--- config.mk ---
export PLATFORM = sky130hd
export DESIGN_NAME = twrc_ctrl
export DESIGN_NICKNAME = d
export VERILOG_FILES = /design/src/core/twrc_pkg.sv /design/src/core/twrc_ctrl.sv
export SDC_FILE = /design/constraint.sdc
export NUM_CORES = 1
export LEC_CHECK = 0
export BUFFER_PORTS_ARGS = -buffer_cell sky130_fd_sc_hd__buf_4
export CORE_MARGIN = 5
export CORE_UTILIZATION = 40
export CTS_CLUSTER_SIZE = 14
export DETAILED_ROUTE_END_ITERATION = 10
export HOLD_SLACK_MARGIN = 0.15
export PLACE_DENSITY_LB_ADDON = 0.05
export SYNTH_ARGS = -nofsm -noshare
export SYNTH_HDL_FRONTEND = slang
export SYNTH_SLANG_ARGS = --single-unit
--- constraint.sdc ---
create_clock -name pclk -period 5.3 [get_ports pclk]
set_input_delay 0.265 -clock pclk [delete_from_list [all_inputs] [get_ports pclk]]
set_output_delay 0.265 -clock pclk [all_outputs]
set_load 0.01 [all_outputs]
--- src/core/twrc_pkg.sv ---
package twrc_pkg;

  // ****************************************************
  // Register map
  // ****************************************************
  localparam logic [7:0] ADDR_SHARED = 8'h00;
  localparam logic [7:0] ADDR_CTRL1  = 8'h04;
  localparam logic [7:0] ADDR_CLOCK  = 8'h08;
  localparam logic [7:0] ADDR_STATUS = 8'h0C;
  localparam logic [7:0] ADDR_OPTION = 8'h10;

  // shared_irq_ctrl_reg fields
  localparam int B_TICK_EN  = 1;
  localparam int B_CLK_EN   = 2;
  localparam int B_TICK_FLG = 5;
  localparam int B_CLK_FLG  = 6;
  // irq_ctrl1_reg fields
  localparam int B_GLOB_EN  = 0;
  localparam int B_SHR_EN   = 4;
  localparam int B_SHR_FLG  = 6;
  // clock_ctrl_reg fields
  localparam int B_T0_SRC   = 3;
  localparam int B_T1_SRC   = 4;
  localparam logic [2:0] CLK_SEL_RST = 3'h7;
  // status fields
  localparam int B_ASLEEP   = 0;
  localparam int B_WAKING   = 1;
  localparam int B_SLEEP    = 4;
  localparam int B_EXPIRY   = 5;
  // option register fields
  localparam int B_WDT_EN   = 12;
  localparam logic [13:0] OPT_RST = 14'h1000;

  // ****************************************************
  // Timing
  // ****************************************************
  localparam int         DIV_W     = 15;
  localparam logic [3:0] TB_BASE   = 4'hC;
  localparam logic [3:0] RTC_BASE  = 4'h8;
  localparam logic [3:0] WDT_BASE  = 4'hC;
  localparam logic [10:0] WAKE_CYC = 11'd1024;
  localparam logic [11:0] PC_RESET = 12'h000;
  localparam logic [11:0] PC_VECT  = 12'h018;

  typedef enum logic [1:0] {
    ST_RUN   = 2'b00,
    ST_SLEEP = 2'b01,
    ST_WAKE  = 2'b10,
    ST_PIN   = 2'b11
  } twrc_state_e;

  typedef enum logic [1:0] {
    K_FULL = 2'b00,
    K_NEXT = 2'b01,
    K_IRQ  = 2'b10,
    K_WARM = 2'b11
  } twrc_kind_e;

endpackage

--- src/core/twrc_ctrl.sv ---
// Overview of operation
// [RULE1] Time base ticks every 2^12..2^15 timing clocks, chosen by option.
// [RULE2] Time base tick sets tick_irq_flag and shared_irq_flag.
// [RULE3] Pending enabled tick with free stack calls vector 18H.
// [RULE4] Time base tick may clock timer/event counter 1.
// [RULE5] Real-time-clock tick divides timing clock by 2^(8+clock_div_sel).
// [RULE6] Real-time-clock tick sets clock_irq_flag and shared_irq_flag.
// [RULE7] Real-time-clock tick may clock timer/event counter 0.
// [RULE8] Sleep stops system oscillator; timing clock keeps running.
// [RULE9] While asleep, RAM, registers and port states are held.
// [RULE10] Sleep entry clears the watchdog and restarts it.
// [RULE11] Sleep sets sleep_flag, clears expiry_flag; clear instr clears sleep.
// [RULE12] Wake on pin reset, interrupt, port A fall or watchdog.
// [RULE13] Watchdog in sleep: warm reset, sets expiry, clears PC and SP.
// [RULE14] Port A bits enabled per option; port wake resumes next instr.
// [RULE15] Interrupt wake resumes next if disabled or stack full.
// [RULE16] A flag set before sleep cannot wake the device.
// [RULE17] Each wake waits 1024 system clocks, then resumes at once.
// [RULE18] Start-up delay of 1024 clocks at power-up and wake.
// [RULE19] Flags tell power-up, pin, pin wake, watchdog, watchdog wake.
// [RULE20] Full reset: PC 000H, irqs off, dividers clear, ports input.
// [RULE21] Full reset clears dividers; watchdog counts after release.
// [RULE22] Software clears tick and clock flags; servicing never does.
// [RULE23] Wake delay counts from oscillator restart; fetch held meanwhile.
//
// Added by the designer: the APB slave port and the placing of the registers.
`timescale 1ns/1ps
module twrc_ctrl
  import twrc_pkg::*;
(
  input  wire logic        pclk,
  input  wire logic        presetn,
  input  wire logic        psel,
  input  wire logic        penable,
  input  wire logic        pwrite,
  input  wire logic [7:0]  paddr,
  input  wire logic [31:0] pwdata,
  output logic      [31:0] prdata_q,
  output logic             pready_q,
  output logic             pslverr_q,
  input  wire logic        timing_clk_pin,
  input  wire logic        ext_clear_n_pin,
  input  wire logic [7:0]  port_a_pin,
  input  wire logic        sleep_instr,
  input  wire logic        dog_clear_instr,
  input  wire logic        stack_full,
  output logic             sys_osc_en_q,
  output logic             fetch_en_q,
  output logic             core_rst_q,
  output logic             warm_rst_q,
  output logic             pc_load_q,
  output logic      [11:0] pc_value_q,
  output logic             vec_call_q,
  output logic             resume_next_q,
  output logic             io_hold_q,
  output logic             tmr0_tick_q,
  output logic             tmr1_tick_q
);

  // ****************************************************
  // Helpers
  // ****************************************************
  function automatic logic low_ones(input logic [DIV_W-1:0] v,
                                    input logic [3:0] n);
    logic [15:0] m;
    m = (16'h0001 << n) - 16'h0001;
    low_ones = ((v & m[DIV_W-1:0]) == m[DIV_W-1:0]);
  endfunction

  twrc_state_e     st_q;
  twrc_kind_e      kind_q;
  logic [10:0]     dly_q;
  logic [1:0]      tclk_s_q, clr_s_q;
  logic [7:0]      pa_s1_q, pa_s2_q, pa_prev_q;
  logic            tclk_prev_q;
  logic [DIV_W-1:0] div_q, wdt_q;
  logic            tick_en_q, clk_en_q, tick_flg_q, clk_flg_q;
  logic            glob_en_q, shr_en_q, shr_flg_q;
  logic [2:0]      div_sel_q;
  logic            t0_src_q, t1_src_q;
  logic            sleep_flg_q, expiry_flg_q;
  logic [13:0]     opt_q;

  // ****************************************************
  // Pin synchronisers
  // ****************************************************
  always_ff @(posedge pclk or negedge presetn) begin
    if (!presetn) begin
      tclk_s_q <= 2'b00;
      clr_s_q  <= 2'b11;
      pa_s1_q  <= 8'hFF;
      pa_s2_q  <= 8'hFF;
    end else begin
      tclk_s_q <= {tclk_s_q[0], timing_clk_pin};
      clr_s_q  <= {clr_s_q[0], ext_clear_n_pin};
      pa_s1_q  <= port_a_pin;
      pa_s2_q  <= pa_s1_q;
    end
  end

  always_ff @(posedge pclk or negedge presetn) begin
    if (!presetn) begin
      tclk_prev_q <= 1'b0;
      pa_prev_q   <= 8'hFF;
    end else begin
      tclk_prev_q <= tclk_s_q[1];
      pa_prev_q   <= pa_s2_q;
    end
  end

  logic       pin_low, tclk_rise, pa_fall;
  logic [3:0] tb_n, rtc_n, wdt_n;
  logic       tb_tick, rtc_tick, wdt_ovf;
  assign pin_low   = ~clr_s_q[1];
  assign tclk_rise = tclk_s_q[1] & ~tclk_prev_q;
  assign pa_fall   = |(pa_prev_q & ~pa_s2_q & opt_q[7:0]); // [RULE14]

  // ****************************************************
  // Dividers and watchdog
  // ****************************************************
  assign tb_n  = TB_BASE + {2'b00, opt_q[9:8]};        // [RULE1]
  assign rtc_n = RTC_BASE + {1'b0, div_sel_q};         // [RULE5]
  assign wdt_n = WDT_BASE + {2'b00, opt_q[11:10]};
  assign tb_tick  = tclk_rise & low_ones(div_q, tb_n);  // [RULE1]
  assign rtc_tick = tclk_rise & low_ones(div_q, rtc_n); // [RULE5]
  assign wdt_ovf  = tclk_rise & opt_q[B_WDT_EN] &
                    low_ones(wdt_q, wdt_n);

  logic full_rst, sleep_go, warm_go;
  assign full_rst = (st_q == ST_PIN) ||
                    (st_q == ST_RUN && wdt_ovf);
  assign sleep_go = (st_q == ST_RUN) && fetch_en_q && sleep_instr;
  assign warm_go  = (st_q == ST_SLEEP) && wdt_ovf;

  // Shared prescaler keeps running in sleep since the timing clock does
  always_ff @(posedge pclk or negedge presetn) begin
    if (!presetn) begin
      div_q <= '0;
    end else if (full_rst) begin
      div_q <= '0;                                     // [RULE21]
    end else if (tclk_rise) begin
      div_q <= div_q + 1'b1;
    end
  end

  always_ff @(posedge pclk or negedge presetn) begin
    if (!presetn) begin
      wdt_q <= '0;
    end else if (full_rst || sleep_go || dog_clear_instr || warm_go) begin
      wdt_q <= '0;                                     // [RULE10] [RULE21]
    end else if (tclk_rise && opt_q[B_WDT_EN]) begin
      wdt_q <= wdt_q + 1'b1;
    end
  end

  // ****************************************************
  // Interrupt flags
  // ****************************************************
  logic wr_en, irq_ok, irq_pend, new_req;
  assign wr_en = psel & penable & pwrite & pready_q;
  assign irq_pend = (tick_flg_q & tick_en_q) | (clk_flg_q & clk_en_q);
  assign irq_ok = glob_en_q & shr_en_q & irq_pend & ~stack_full;
  // Only a freshly raised flag counts as a wake request
  assign new_req = (tb_tick & ~tick_flg_q) |
                   (rtc_tick & ~clk_flg_q);            // [RULE16]

  logic run_call;
  assign run_call = (st_q == ST_RUN) && fetch_en_q && shr_flg_q &&
                    irq_ok && !sleep_instr;            // [RULE3]

  // Set wins over a software write in the same cycle
  always_ff @(posedge pclk or negedge presetn) begin
    if (!presetn) begin
      tick_flg_q <= 1'b0;
      clk_flg_q  <= 1'b0;
      tick_en_q  <= 1'b0;
      clk_en_q   <= 1'b0;
    end else if (full_rst) begin
      tick_flg_q <= 1'b0;
      clk_flg_q  <= 1'b0;
      tick_en_q  <= 1'b0;
      clk_en_q   <= 1'b0;
    end else begin
      if (wr_en && paddr == ADDR_SHARED) begin
        tick_en_q  <= pwdata[B_TICK_EN];
        clk_en_q   <= pwdata[B_CLK_EN];
        tick_flg_q <= pwdata[B_TICK_FLG];              // [RULE22]
        clk_flg_q  <= pwdata[B_CLK_FLG];               // [RULE22]
      end
      if (tb_tick) begin
        tick_flg_q <= 1'b1;                            // [RULE2]
      end
      if (rtc_tick) begin
        clk_flg_q <= 1'b1;                             // [RULE6]
      end
    end
  end

  // Vector call acknowledges the shared flag and masks further calls
  always_ff @(posedge pclk or negedge presetn) begin
    if (!presetn) begin
      shr_flg_q <= 1'b0;
      glob_en_q <= 1'b0;
      shr_en_q  <= 1'b0;
    end else if (full_rst) begin
      shr_flg_q <= 1'b0;                               // [RULE20]
      glob_en_q <= 1'b0;
      shr_en_q  <= 1'b0;
    end else begin
      if (wr_en && paddr == ADDR_CTRL1) begin
        glob_en_q <= pwdata[B_GLOB_EN];
        shr_en_q  <= pwdata[B_SHR_EN];
        shr_flg_q <= pwdata[B_SHR_FLG];
      end
      if (run_call || (vec_call_q && !run_call)) begin
        shr_flg_q <= 1'b0;
        glob_en_q <= 1'b0;
      end
      if (tb_tick || rtc_tick) begin
        shr_flg_q <= 1'b1;                             // [RULE2] [RULE6]
      end
    end
  end

  always_ff @(posedge pclk or negedge presetn) begin
    if (!presetn) begin
      div_sel_q <= CLK_SEL_RST;
      t0_src_q  <= 1'b0;
      t1_src_q  <= 1'b0;
    end else if (full_rst) begin
      div_sel_q <= CLK_SEL_RST;
      t0_src_q  <= 1'b0;
      t1_src_q  <= 1'b0;
    end else if (wr_en && paddr == ADDR_CLOCK) begin
      div_sel_q <= pwdata[2:0];                        // [RULE5]
      t0_src_q  <= pwdata[B_T0_SRC];
      t1_src_q  <= pwdata[B_T1_SRC];
    end
  end

  // Options are configuration, kept across every reset but power-up
  always_ff @(posedge pclk or negedge presetn) begin
    if (!presetn) begin
      opt_q <= OPT_RST;
    end else if (wr_en && paddr == ADDR_OPTION) begin
      opt_q <= pwdata[13:0];
    end
  end

  // ****************************************************
  // Reset cause flags
  // ****************************************************
  always_ff @(posedge pclk or negedge presetn) begin
    if (!presetn) begin
      sleep_flg_q  <= 1'b0;                            // [RULE19]
      expiry_flg_q <= 1'b0;
    end else if (st_q == ST_RUN && wdt_ovf) begin
      expiry_flg_q <= 1'b1;                            // [RULE19]
    end else if (warm_go) begin
      expiry_flg_q <= 1'b1;                            // [RULE13]
    end else if (sleep_go) begin
      sleep_flg_q  <= 1'b1;                            // [RULE11]
      expiry_flg_q <= 1'b0;
    end else if (dog_clear_instr) begin
      sleep_flg_q  <= 1'b0;                            // [RULE11]
    end
  end

  // ****************************************************
  // Sleep and wake sequencer
  // ****************************************************
  always_ff @(posedge pclk or negedge presetn) begin
    if (!presetn) begin
      st_q   <= ST_WAKE;                               // [RULE18]
      kind_q <= K_FULL;
      dly_q  <= '0;
    end else begin
      case (st_q)
        ST_RUN: begin
          dly_q <= '0;
          if (pin_low) begin
            st_q   <= ST_PIN;
            kind_q <= K_NEXT;
          end else if (sleep_go) begin
            st_q <= ST_SLEEP;
          end
        end
        ST_SLEEP: begin
          dly_q <= '0;
          if (pin_low) begin                           // [RULE12]
            st_q   <= ST_PIN;
            kind_q <= K_FULL;
          end else if (warm_go) begin
            st_q   <= ST_WAKE;
            kind_q <= K_WARM;
          end else if (new_req) begin
            st_q   <= ST_WAKE;
            kind_q <= K_IRQ;
          end else if (pa_fall) begin
            st_q   <= ST_WAKE;
            kind_q <= K_NEXT;                          // [RULE14]
          end
        end
        ST_PIN: begin
          // Pin reset while running needs no start-up wait
          dly_q <= '0;
          if (!pin_low) begin
            st_q <= (kind_q == K_FULL) ? ST_WAKE : ST_RUN;
          end
        end
        ST_WAKE: begin
          if (pin_low) begin
            st_q   <= ST_PIN;
            kind_q <= K_FULL;
          end else if (dly_q == WAKE_CYC - 11'd1) begin
            st_q <= ST_RUN;                            // [RULE17]
          end else begin
            dly_q <= dly_q + 11'd1;                    // [RULE23]
          end
        end
        default: begin
          st_q <= ST_RUN;
        end
      endcase
    end
  end

  logic wake_done;
  assign wake_done = (st_q == ST_WAKE) && !pin_low &&
                     (dly_q == WAKE_CYC - 11'd1);      // [RULE18]

  // Oscillator is off only in sleep; counting starts on its first edge
  always_ff @(posedge pclk or negedge presetn) begin
    if (!presetn) begin
      sys_osc_en_q <= 1'b1;
      io_hold_q    <= 1'b0;
      fetch_en_q   <= 1'b0;
    end else begin
      sys_osc_en_q <= !(sleep_go || (st_q == ST_SLEEP &&
                        !(pin_low || warm_go || new_req || pa_fall)));
      io_hold_q    <= sleep_go || (st_q == ST_SLEEP && !pin_low); // [RULE9]
      if (sleep_go || (st_q == ST_RUN && pin_low)) begin
        fetch_en_q <= 1'b0;                            // [RULE8]
      end else if (wake_done ||
                   (st_q == ST_PIN && !pin_low && kind_q == K_NEXT)) begin
        fetch_en_q <= 1'b1;                            // [RULE23]
      end
    end
  end

  // ****************************************************
  // Core control strobes
  // ****************************************************
  always_ff @(posedge pclk or negedge presetn) begin
    if (!presetn) begin
      core_rst_q    <= 1'b1;                           // [RULE20]
      warm_rst_q    <= 1'b0;
      vec_call_q    <= 1'b0;
      resume_next_q <= 1'b0;
      pc_load_q     <= 1'b0;
      pc_value_q    <= PC_RESET;
    end else begin
      warm_rst_q    <= wake_done && kind_q == K_WARM;  // [RULE13]
      vec_call_q    <= run_call ||
                       (wake_done && kind_q == K_IRQ && irq_ok);
      resume_next_q <= wake_done && (kind_q == K_NEXT ||
                       (kind_q == K_IRQ && !irq_ok)); // [RULE15] [RULE17]
      pc_load_q     <= 1'b0;
      if (full_rst ||
          (st_q == ST_WAKE && kind_q == K_FULL && !wake_done)) begin
        core_rst_q <= 1'b1;                            // [RULE20]
        pc_load_q  <= 1'b1;
        pc_value_q <= PC_RESET;
      end else begin
        core_rst_q <= 1'b0;
        if (wake_done && kind_q == K_WARM) begin
          pc_load_q  <= 1'b1;                          // [RULE13]
          pc_value_q <= PC_RESET;
        end else if (run_call ||
                     (wake_done && kind_q == K_IRQ && irq_ok)) begin
          pc_load_q  <= 1'b1;                          // [RULE3] [RULE15]
          pc_value_q <= PC_VECT;
        end
      end
    end
  end

  always_ff @(posedge pclk or negedge presetn) begin
    if (!presetn) begin
      tmr0_tick_q <= 1'b0;
      tmr1_tick_q <= 1'b0;
    end else begin
      tmr0_tick_q <= rtc_tick & t0_src_q;              // [RULE7]
      tmr1_tick_q <= tb_tick & t1_src_q;               // [RULE4]
    end
  end

  // ****************************************************
  // APB slave, one wait-free access phase
  // ****************************************************
  logic [31:0] rd_mux;
  logic        hit;
  always_comb begin
    rd_mux = '0;
    hit    = 1'b1;
    case (paddr)
      ADDR_SHARED: begin
        rd_mux[B_TICK_EN]  = tick_en_q;
        rd_mux[B_CLK_EN]   = clk_en_q;
        rd_mux[B_TICK_FLG] = tick_flg_q;
        rd_mux[B_CLK_FLG]  = clk_flg_q;
      end
      ADDR_CTRL1: begin
        rd_mux[B_GLOB_EN] = glob_en_q;
        rd_mux[B_SHR_EN]  = shr_en_q;
        rd_mux[B_SHR_FLG] = shr_flg_q;
      end
      ADDR_CLOCK: begin
        rd_mux[2:0]      = div_sel_q;
        rd_mux[B_T0_SRC] = t0_src_q;
        rd_mux[B_T1_SRC] = t1_src_q;
      end
      ADDR_STATUS: begin
        rd_mux[B_ASLEEP] = (st_q == ST_SLEEP);
        rd_mux[B_WAKING] = (st_q == ST_WAKE);
        rd_mux[B_SLEEP]  = sleep_flg_q;                // [RULE19]
        rd_mux[B_EXPIRY] = expiry_flg_q;
      end
      ADDR_OPTION: begin
        rd_mux[13:0] = opt_q;
      end
      default: begin
        hit = 1'b0;
      end
    endcase
  end

  always_ff @(posedge pclk or negedge presetn) begin
    if (!presetn) begin
      pready_q  <= 1'b0;
      pslverr_q <= 1'b0;
      prdata_q  <= '0;
    end else begin
      pready_q  <= psel & ~penable;
      pslverr_q <= psel & ~penable & ~hit;
      if (psel && !penable && !pwrite) begin
        prdata_q <= rd_mux;
      end
    end
  end

endmodule // twrc_ctrl

==> out/summary.txt, run 1 <==
POWER
---------------------------------------------------------------------------------
Switching share of total power                                             26.33%
Logic gate share of total power                                             15.1%
Power per Cell Area                                                  360.3 nW/um^2
Design internal power                                                    1.977 mW
Leakage power                                                            3.490 nW
Maximum vdd drop                                                         253.9 uV
Part of the total power dissipated in sequential elements                   41.0%
Net switching power of the design                                        706.5 uW
Clk pwr share                                                               43.9%

FLOW RUN
---------------------------------------------------------------------------------
Max-capacitance violation count                                                 0

GRT
---------------------------------------------------------------------------------
Number of global-route vias before repair                                    4196
Total Routing Usage GR                                                     15.85%
Largest net degree at the start of global routing                              78
Antenna violations before repair                                                0
Global-route wire length before repair                                   22040 um
Total congestion overflow                                                       0

CELLS AND AREA
---------------------------------------------------------------------------------
Antenna diode count                                                             0
Nets                                                                          711
Storage cell area                                                      3269 sq um
Area of combinational cells with multiple inputs                       2499 sq um
Final standard cell count with taps included and fillers excluded             847
Post-layout instance area                                              7447 sq um
Fillers                                                                      1393
Fraction of layout cells with a size suffix above 1                        25.04%
Layout-stage area growth over the synthesis result                         22.92%

PLACEMENT
---------------------------------------------------------------------------------
Detailed placer's ending HPWL                                             9511 um
Placed inst area                                                       6589 sq um
DP Worst Slack                                                           2.318 ns
RePlAce Congestion                                                         0.7703
Count of input and output buffers                                              67
Number of instances in the placed design                                      789

FLOORPLANNING
---------------------------------------------------------------------------------
Effective utilization at floorplan                                         40.30%
# IOs                                                                         114
Chip width                                                               133.1 um
Core area                                                             15030 sq um
Total die area                                                        17710 sq um
Core Rows                                                                      45
Chip height                                                              133.1 um

STA
---------------------------------------------------------------------------------
Worst Max-Slew Pin Slew                                                  1.057 ns
Setup violations, final                                                         0
Slack of the critical path                                               2.580 ns
Min Tclk post-route                                                      2.720 ns
Worst slew margin relative to its limit                                    29.50%
Maximum clock frequency                                                0.3677 GHz
Final Hold Viols                                                                0
Post-route clock period utilization                                        51.32%
Maximum clock skew at final layout                                    0.006028 ns
Slew Limit Fails                                                                0
Total Negative Setup Slacks                                                  0 ns
Setup repair after global routing missed its margin                            no

LOGIC SYNTHESIS
---------------------------------------------------------------------------------
Cell type contributing the most total cell area after synthesis           dfrtp_1
Synthesized instance count                                                    552
YS warnings                                                                     0
Number of register bits inferred by synthesis                                 129
Async set-or-reset flop fraction in the synthesized netlist                100.0%
Share of the yosys chip area belonging to registers                        53.97%
Post-synthesis area per instance                                      10.98 sq um
Netlist cell types                                                             64
Leading cell types by total area after synthesis                     dfrtp_1 40%, dfstp_2 14%, buf_4 3.8%, nor2_1 3.8%, nand2_1 2.7%
Mapped Area                                                            6058 sq um
List of most frequent post-synthesis cells                           96 x dfrtp_1, 61 x nor2_1, 43 x nand2_1
EDFF count, synth                                                               0
Most common cell in the synthesized netlist                               dfrtp_1
Flip-flop cell with the highest count after synthesis                     dfrtp_1
Share of Yosys cell area claimed by the top area cell type                 39.65%

WORST SETUP PATH
---------------------------------------------------------------------------------
Worst setup SP type                                                          flop
Critical path buffer and inverter count                                         0
CP required                                                               5.57 ns
R2R Path Start                                                          opt_q[12]
Register-to-Register Path Depth                                                 6
Highest-delay cell along the critical path                                 a41o_1
Crit-path cells                                                      nand3b_4, nor4_4, a41o_1, a31o_2, nor2_1, a21boi_0
Kind of critical path                                                flop to flop
Largest stage delay, worst path                                           0.95 ns
Cell family with most CP delay                                       compound AO/OA/AOI/OAI gates
Instance count on the critical path                                             6
Critical path startpoint                                                opt_q[12]
Worst setup EP type                                                          flop
CP Max Fanout                                                                  28
Arrival time at the worst endpoint                                        2.99 ns

MIN PATH
---------------------------------------------------------------------------------
Classification of the worst-slack hold path                          input pin to flop
Number of instances on the worst hold path                                      3
Startpoint of the tightest hold check path                                penable

ROUTING
---------------------------------------------------------------------------------
Via-to-Cell Ratio                                                           4.941
Total length of routed met3 wires                                          653 um
Uppermost layer routed                                                       met4
DRC violation count after routing                                               0
Detailed-routed wire length on met2                                       6332 um
Drt initial violations                                                        218
Antenna violation net count after detailed routing                              0
Number of optimization iterations in the first detailed-route pass              4
Routed vias                                                                  4185
Routed metal-1 wire length                                                6569 um
Total Routed Length                                                      13700 um
Post-detailed-route wirelength per cell                                  16.17 um

CLOCK NETWORK
---------------------------------------------------------------------------------
Setup fix buffers added after clock tree synthesis                              0
Clock tree from TritonCTS                                                    done
Maximum buffer depth of the clock tree                                          2
Num CTS Buffers                                                                17
Clock root cell                                                         clkbuf_16
# H-tree levels                                                                 4
Clock latency of the later-clocked register in the worst-skew pair        0.41 ns
Clk slew on worst S/H paths                                               0.05 ns
Clock sink count                                                              129

OUTCOME
---------------------------------------------------------------------------------
Status                                                               complete, no violations

## worst min-delay path, delay by kind of cell
family	cells	cell delay (ns)
AND/OR/NAND/NOR	1	0.14
buffers and inverters	2	0.15
## kinds of logic after synthesis
family	share of synthesized area, %
and+or+nand+nor	19.23
other	0.06190
adders and majority gates	1.446
buffers and inverters	6.464
AOI/OAI and AO/OA	7.766
xor gates and xnor gates	4.626
DFF	53.97
muxes	6.444
## path summary, 6_finish.rpt
check                                 to  slack [ns]
max                        pc_value_q[3]        2.58
max in group asynchronous       div_q[7]        3.48
max reg2reg                pc_value_q[3]        2.58
min in group asynchronous       wdt_q[7]        0.53
min reg2reg                  tclk_s_q[1]        0.35
min                             pready_q        0.19
## routing by layer
| metal | vias up | track usage, % |
|---|---|---|
| met3 | 11 | 4.981 |
| met2 | 102 | 24.69 |
| li1 | 2039 | - |
| met1 | 2033 | 21.54 |
| met4 | 0 | 4.099 |
| met5 | - | 0 |
## registers in the layout, indices dropped and copies added, names as in the netlist, 3 cells and up
name / count
div_q: 15
div_sel_q: 3
dly_q: 11
opt_q: 14
pa_prev_q: 8
pa_s1_q: 8
pa_s2_q: 8
prdata_q: 14
wdt_q: 15
## layout make-up
cell class	count	area share, %
well taps	188	3.159
multi-input cells	385	33.55
inverters	18	0.9073
repair buffers	95	10.45
flip-flops and latches	129	43.90
clock buffers	21	6.183
clock inverters	11	1.848
## power groups by stage
| stage | clock network, mW | registers, mW | logic [mW] |
|---|---|---|---|
| final | 1.18 | 1.10 | 0.404 |
| after global routing | 1.25 | 1.11 | 0.453 |
| after CTS | 1.21 | 1.10 | 0.408 |
| after detailed placement | 0 | 1.12 | 0.391 |
| after global placement | 0 | 1.11 | 0.384 |
| after floorplan | 0 | 1.11 | 0.266 |
## per-stage QoR
step                      utilization [%]  hold slack, ns  total power [mW]
after floorplan                         -        -0.03059             1.381
after global placement              43.83          0.3367             1.499
after detailed placement            43.83          0.3370             1.506
after CTS                           49.54          0.1713             2.714
after global routing                49.54          0.1947             2.812
final                               49.54          0.1881             2.683
## cells in the final DEF, fill, tap and decap left out, drive strengths merged, types with 16 or more instances in the layout
cell | netlist | layout
nand3 | 30 | 30
mux2 | 18 | 18
clkbuf | 8 | 21
nor2 | 62 | 62
o21ai | 21 | 21
buf | 39 | 69
inv | 18 | 18
xor2 | 16 | 16
conb | 1 | 28
xnor2 | 16 | 16
dfstp | 33 | 33
dfrtp | 96 | 96
dlygate4sd3 | 0 | 26
nand2 | 43 | 43
## what timing repair did
item / in CTS / in global routing
hold endpoints to repair: 85 / 0
hold buffers: 26 / 0
gates resized for setup: 0 / 0
endpoints found under the setup margin: 0 / 0
No activity file was read; power rests on OpenSTA's default activity.
==> run 2, diff against run 1 <==
==> constraint.sdc (replaced) <==
create_clock -name pclk -period 2.7 [get_ports pclk]
set_input_delay 0.135 -clock pclk [delete_from_list [all_inputs] [get_ports pclk]]
set_output_delay 0.135 -clock pclk [all_outputs]
set_load 0.01 [all_outputs]
==> out/summary.txt, run 2 (same netlist as run 1, synthesis figures left out) <==
ROUTING
---------------------------------------------------------------------------------
Number of optimization iterations in the first detailed-route pass              4
Via-to-Cell Ratio                                                           4.949
Antenna violation net count after detailed routing                              0
Drt initial violations                                                        193
Total Routed Length                                                      13700 um
DRC violation count after routing                                               0
Post-detailed-route wirelength per cell                                  15.87 um
Routed vias                                                                  4271

CLOCK NETWORK
---------------------------------------------------------------------------------
Clk slew on worst S/H paths                                               0.05 ns
Clock sink count                                                              129
Num CTS Buffers                                                                17
Clock tree from TritonCTS                                                    done
Clock root cell                                                         clkbuf_16
Post-cts resize count                                                           0
Clock latency of the later-clocked register in the worst-skew pair        0.42 ns
# H-tree levels                                                                 4
Setup fix buffers added after clock tree synthesis                              0
Number of buffers added to fix hold violations after cts                       34
Maximum buffer depth of the clock tree                                          2

CELLS AND AREA
---------------------------------------------------------------------------------
Fillers                                                                      1400
Most frequent cells in the layout                                    96 x dfrtp_1, 76 x buf_4, 61 x nor2_1
Most common cell after layout, fill and taps aside                        dfrtp_1
Antenna diode count                                                             0
Biggest regs                                                         div_q (15), wdt_q (15)
Layout-stage area growth over the synthesis result                         24.06%
Nets                                                                          727
Fraction of layout cells with a size suffix above 1                        24.44%
Final standard cell count with taps included and fillers excluded             863

STA
---------------------------------------------------------------------------------
Maximum clock frequency                                                0.4350 GHz
Slew Limit Fails                                                                0
Setup violations, final                                                         0
Min Tclk post-route                                                      2.299 ns
Worst slew margin relative to its limit                                    53.41%
Final Hold Viols                                                                0
Worst Max-Slew Pin Slew                                                 0.6989 ns
Maximum clock skew at final layout                                    0.007618 ns
Post-route clock period utilization                                        85.14%
Total Negative Setup Slacks                                                  0 ns
Setup repair after global routing missed its margin                            no

GRT
---------------------------------------------------------------------------------
Largest net degree at the start of global routing                              54
Number of global-route vias before repair                                    4371
Total congestion overflow                                                       0
Antenna violations before repair                                                0
Global-route wire length before repair                                   22510 um
Total Routing Usage GR                                                     16.13%

WORST SETUP PATH
---------------------------------------------------------------------------------
Kind of critical path                                                flop to flop
Worst setup SP type                                                          flop
Cell family with most CP delay                                       simple AND/OR/NAND/NOR gates
Arrival time at the worst endpoint                                        2.60 ns
Highest-delay cell along the critical path                                dfstp_2
Largest stage delay, worst path                                           0.57 ns
CP required                                                               3.00 ns
CP Max Fanout                                                                   6
R2R Path Start                                                          opt_q[12]
Worst setup EP type                                                          flop
Terminus of the critical flop-to-flop path                            sleep_flg_q
Critical path buffer and inverter count                                         1
Crit-path cells                                                      nand3b_4, nor4_4, nand3_1, nor2_1, o21ai_0, dlygate4sd3_1
Register-to-Register Path Depth                                                 6
Register-to-register setup slack                                          0.40 ns

OUTCOME
---------------------------------------------------------------------------------
Status                                                               complete, no violations

MIN PATH
---------------------------------------------------------------------------------
Classification of the worst-slack hold path                          input pin to flop
Startpoint of the tightest hold check path                               paddr[6]
Number of instances on the worst hold path                                      5
Endpoint with the worst hold slack                                    prdata_q[5]

FLOORPLANNING
---------------------------------------------------------------------------------
# IOs                                                                         114
Effective utilization at floorplan                                         40.30%
Core Rows                                                                      45
Chip height                                                              133.1 um
Core area                                                             15030 sq um
Total die area                                                        17710 sq um
Chip width                                                               133.1 um

PLACEMENT
---------------------------------------------------------------------------------
Count of input and output buffers                                              67
RePlAce Congestion                                                         0.7758
Detailed placer's ending HPWL                                             9748 um
Number of instances in the placed design                                      797

FLOW RUN
---------------------------------------------------------------------------------
Max-capacitance violation count                                                 0

POWER
---------------------------------------------------------------------------------
Power per Cell Area                                                  664.1 nW/um^2
Leakage power                                                            3.536 nW
Maximum vdd drop                                                         447.5 uV

[run 2: changes by cell type in the layout (fill, tap and decap cells not counted), sizes merged]
| cell | previous run | this run |
|---|---|---|
| bufinv | 3 | 0 |
| clkbuf | 21 | 30 |
| buf | 69 | 77 |
| clkinv | 5 | 2 |
| clkinvlp | 3 | 0 |
| dlygate4sd3 | 26 | 34 |
[run 2: how the worst max path moves through the flow]
| stage | from | end | slack, ns | cells past startpoint |
|---|---|---|---|---|
| 6_report | opt_q[12] | sleep_flg_q | 0.40 | 6 |
| 5_1_grt | opt_q[12] | wdt_q[3] | 0.19 | 6 |
| 4_1_cts | opt_q[12] | wdt_q[3] | 0.39 | 6 |
| 3_5_place_dp | opt_q[12] | wdt_q[3] | 0.40 | 6 |
| 3_3_place_gp | opt_q[12] | wdt_q[13] | 0.49 | 6 |
| 2_1_floorplan | st_q[1] | wdt_q[12] | 0.71 | 8 |
[run 2: worst reg2reg max path: stages (launching register included)]
cell and delay [ns]:
dfstp_2 0.57, nand3b_4 0.13, nor4_4 0.45, nand3_1 0.17, nor2_1 0.21, o21ai_0 0.09
dlygate4sd3_1 0.55
[run 2: power by group]
| part | switching, mW | leakage (nW) | total, mW | internal [mW] |
|---|---|---|---|---|
| clock | 0.770 | 0.251 | 2.01 | 1.24 |
| combinational | 0.472 | 1.62 | 0.816 | 0.344 |
| sequential | 0.0873 | 1.67 | 2.16 | 2.08 |
| total | 1.33 | 3.54 | 4.99 | 3.66 |
[run 2: metrics by stage]
step	hold WS (ns)	setup slack (ns)	area [sq um]	total power, mW	util, %
after floorplan	-0.1606	0.7104	6160	2.710	-
after global placement	0.2270	0.4896	6661	2.969	44.31
after detailed placement	0.2336	0.3986	6661	2.975	44.31
after CTS	0.1704	0.3900	7516	5.063	50.00
after global routing	0.2103	0.1913	7516	5.232	50.00
final	0.1867	0.4013	7516	4.992	50.00
[run 2: area by class of cell]
cell class / instances / area (sq um) / share of cell area [%]
inverter: 18 / 67.56 / 0.8990
clock inverter: 2 / 10.01 / 0.1332
timing repair buffer: 111 / 930.9 / 12.39
clock buffer: 30 / 504.2 / 6.709
multi-input combinational: 385 / 2499 / 33.24
tap: 188 / 235.2 / 3.130
sequential: 129 / 3269 / 43.50
[run 2: metal layers]
metal | share of wire (%) | up-vias | global-route usage, %
li1 | - | 2075 | -
met3 | 4.2 | 15 | 4.373
met2 | 46 | 87 | 24.89
met4 | 1.3 | 0 | 5.196
met5 | 0 | - | 0
met1 | 49 | 2094 | 22.15
==> run 3, diff against run 2 <==
--- a/config.mk
+++ b/config.mk
@@ -5,6 +5,7 @@
 export SDC_FILE = /design/constraint.sdc
 export NUM_CORES = 1
 export LEC_CHECK = 0
+export ABC_AREA = 1
 export BUFFER_PORTS_ARGS = -buffer_cell sky130_fd_sc_hd__buf_4
 export CORE_MARGIN = 5
 export CORE_UTILIZATION = 40
@@ -12,6 +13,7 @@
 export DETAILED_ROUTE_END_ITERATION = 10
 export HOLD_SLACK_MARGIN = 0.15
 export PLACE_DENSITY_LB_ADDON = 0.05
+export SKIP_LAST_GASP = 1
 export SYNTH_ARGS = -nofsm -noshare
 export SYNTH_HDL_FRONTEND = slang
 export SYNTH_SLANG_ARGS = --single-unit
==> out/summary.txt, run 3 <==
GRT
---------------------------------------------------------------------------------
Total congestion overflow                                                       0
Number of global-route vias before repair                                    4705
Largest net degree at the start of global routing                             130
Global-route wire length before repair                                   23590 um
Total Routing Usage GR                                                     16.36%
Antenna violations before repair                                                0

STA
---------------------------------------------------------------------------------
Worst slack on hold paths                                               0.1662 ns
Maximum clock frequency                                                0.4818 GHz
Slack of the critical path                                              0.6244 ns
Maximum clock skew at final layout                                    0.007673 ns
Post-route clock period utilization                                        76.87%
Min Tclk post-route                                                      2.076 ns
Worst slew margin relative to its limit                                    53.31%
Final Hold Viols                                                                0
Slew Limit Fails                                                                0
Total Negative Setup Slacks                                                  0 ns
Worst Max-Slew Pin Slew                                                 0.7003 ns
Setup repair after global routing missed its margin                            no
Setup violations, final                                                         0

PLACEMENT
---------------------------------------------------------------------------------
Placed inst area                                                       6889 sq um
DP Worst Slack                                                          0.6746 ns
Detailed placer's ending HPWL                                            10280 um
RePlAce Congestion                                                         0.8239
Number of instances in the placed design                                      968
Count of input and output buffers                                              67

FLOORPLANNING
---------------------------------------------------------------------------------
Core area                                                             15260 sq um
Chip width                                                               135.2 um
# IOs                                                                         114
Core Rows                                                                      45
Total die area                                                        18270 sq um
Effective utilization at floorplan                                         41.07%
Chip height                                                              135.2 um

WORST SETUP PATH
---------------------------------------------------------------------------------
Worst setup EP type                                                          flop
CP required                                                               3.02 ns
Worst setup SP type                                                          flop
Register-to-Register Path Depth                                                 9
Kind of critical path                                                flop to flop
Arrival time at the worst endpoint                                        2.40 ns
CP Max Fanout                                                                  14
Highest-delay cell along the critical path                                dfstp_2
Crit-path most repeated cell                                                inv_1
Largest stage delay, worst path                                           0.56 ns
Crit-path cells                                                      inv_1, ha_1, nand3_1, nand2_1, inv_1, nand2_4, nor2_4, inv_1, o21ai_0

POWER
---------------------------------------------------------------------------------
Part of the total power dissipated in sequential elements                   41.8%
Logic gate share of total power                                             17.1%
Power per Cell Area                                                  676.5 nW/um^2
Maximum vdd drop                                                         473.6 uV
Leakage power                                                            3.709 nW
Switching share of total power                                             27.92%
Net switching power of the design                                        1.465 mW
Design internal power                                                    3.782 mW
Overall power consumption                                                5.247 mW
Clk pwr share                                                               41.1%

LOGIC SYNTHESIS
---------------------------------------------------------------------------------
Number of register bits inferred by synthesis                                 129
Flip-flop cell with the highest count after synthesis                     dfrtp_1
Mapped Area                                                            6266 sq um
Synthesized instance count                                                    699
Most common cell in the synthesized netlist                               nand2_1
Netlist cell types                                                             50
List of most frequent post-synthesis cells                           156 x nand2_1, 96 x dfrtp_1, 87 x inv_1
Async set-or-reset flop fraction in the synthesized netlist                100.0%
Leading cell types by total area after synthesis                     dfrtp_1 38%, dfstp_2 14%, nand2_1 9.3%, inv_1 5.2%, buf_4 3.7%
YS warnings                                                                     0
Post-synthesis area per instance                                      8.964 sq um
EDFF count, synth                                                               0
Share of the yosys chip area belonging to registers                        52.18%
Share of Yosys cell area claimed by the top area cell type                 38.34%
Cell type contributing the most total cell area after synthesis           dfrtp_1

CLOCK NETWORK
---------------------------------------------------------------------------------
Setup fix buffers added after clock tree synthesis                              0
Post-cts resize count                                                           0
Clock sink count                                                              129
Maximum buffer depth of the clock tree                                          2
Num CTS Buffers                                                                17
Clk slew on worst S/H paths                                               0.06 ns
# H-tree levels                                                                 4
Clock tree from TritonCTS                                                    done
Clock root cell                                                         clkbuf_16
Clock latency of the later-clocked register in the worst-skew pair        0.41 ns

CELLS AND AREA
---------------------------------------------------------------------------------
Final core utilization                                                     50.83%
Biggest regs                                                         div_q (15), wdt_q (15)
Post-layout instance area                                              7756 sq um
Layout-stage area growth over the synthesis result                         23.78%
Most frequent cells in the layout                                    156 x nand2_1, 96 x dfrtp_1, 87 x inv_1
Nets                                                                          872
Final standard cell count with taps included and fillers excluded            1031
Antenna diode count                                                             0
Fraction of layout cells with a size suffix above 1                        22.44%
Most common cell after layout, fill and taps aside                        nand2_1

ROUTING
---------------------------------------------------------------------------------
Total length of routed met3 wires                                          535 um
Routed metal-1 wire length                                                6660 um
Number of optimization iterations in the first detailed-route pass              4
Post-detailed-route wirelength per cell                                  13.88 um
Total Routed Length                                                      14320 um
Detailed-routed wire length on met2                                       6907 um
Uppermost layer routed                                                       met4
Routed vias                                                                  4744
Drt initial violations                                                        280
DRC violation count after routing                                               0
Via-to-Cell Ratio                                                           4.601
Antenna violation net count after detailed routing                              0

MIN PATH
---------------------------------------------------------------------------------
Number of instances on the worst hold path                                      4
Classification of the worst-slack hold path                          input pin to flop

FLOW RUN
---------------------------------------------------------------------------------
Max-capacitance violation count                                                 0

OUTCOME
---------------------------------------------------------------------------------
Status                                                               complete, no violations

==> run 3: logic make-up (layout without fill, tap and decap cells) <==
family                     Yosys count  count (layout)  synth area share, %
AOI/OAI and AO/OA                  101             101                9.644
DFF                                129             129                52.18
adders and majority gates            7               7                1.398
xor gates and xnor gates            22              22                3.075
other                                1              28              0.05985
buffers and inverters              132             226                10.12
muxes                                5               5               0.8985
and+or+nand+nor                    302             302                22.62
==> run 3: final timing paths <==
check	start	to	slack, ns
setup / recovery	st_q[1]	wdt_q[0]	0.62
hold / removal	paddr[2]	pslverr_q	0.17
setup reg to reg	st_q[1]	wdt_q[0]	0.62
hold reg to reg	pa_s1_q[2]	pa_s2_q[2]	0.35
max in group asynchronous	presetn	dly_q[3]	1.79
min in group asynchronous	presetn	prdata_q[12]	0.37
==> run 3: power groups by stage <==
stage	clock network [mW]	registers, mW	logic (mW)
after global routing	2.30	2.21	1.03
after floorplan	0	2.21	0.620
final	2.16	2.19	0.899
after CTS	2.21	2.19	0.916
after detailed placement	0	2.22	0.876
after global placement	0	2.22	0.873
==> run 3: repair_timing <==
item / 4_1_cts / 5_1_grt
hold buffers: 31 / 0
endpoints found under the hold margin: 139 / 0
endpoints found under the setup margin: 0 / 0
==> run 3: critical path, delay by kind of cell, from the launching register on <==
| kind | cells | cell delay (ns) |
|---|---|---|
| simple gates | 4 | 0.69 |
| flops | 1 | 0.56 |
| fa+ha+maj | 1 | 0.31 |
| buf+inv | 3 | 0.24 |
| compound gates | 1 | 0.18 |
==> run 3: final cells by class <==
type	count	area, sq um
tap	211	264.0
clock buffer	27	504.2
fill	1432	7502
inverter	93	354.1
sequential	129	3269
multi-input combinational	465	2464
clock inverter	5	52.55
timing repair buffer	101	848.3
==> run 3: layer usage <==
| metal | global-route usage (%) | vias up |
|---|---|---|
| li1 | - | 2407 |
| met1 | 21.68 | 2245 |
| met2 | 26.49 | 77 |
| met3 | 4.012 | 15 |
| met4 | 5.207 | 0 |
| met5 | 0 | - |
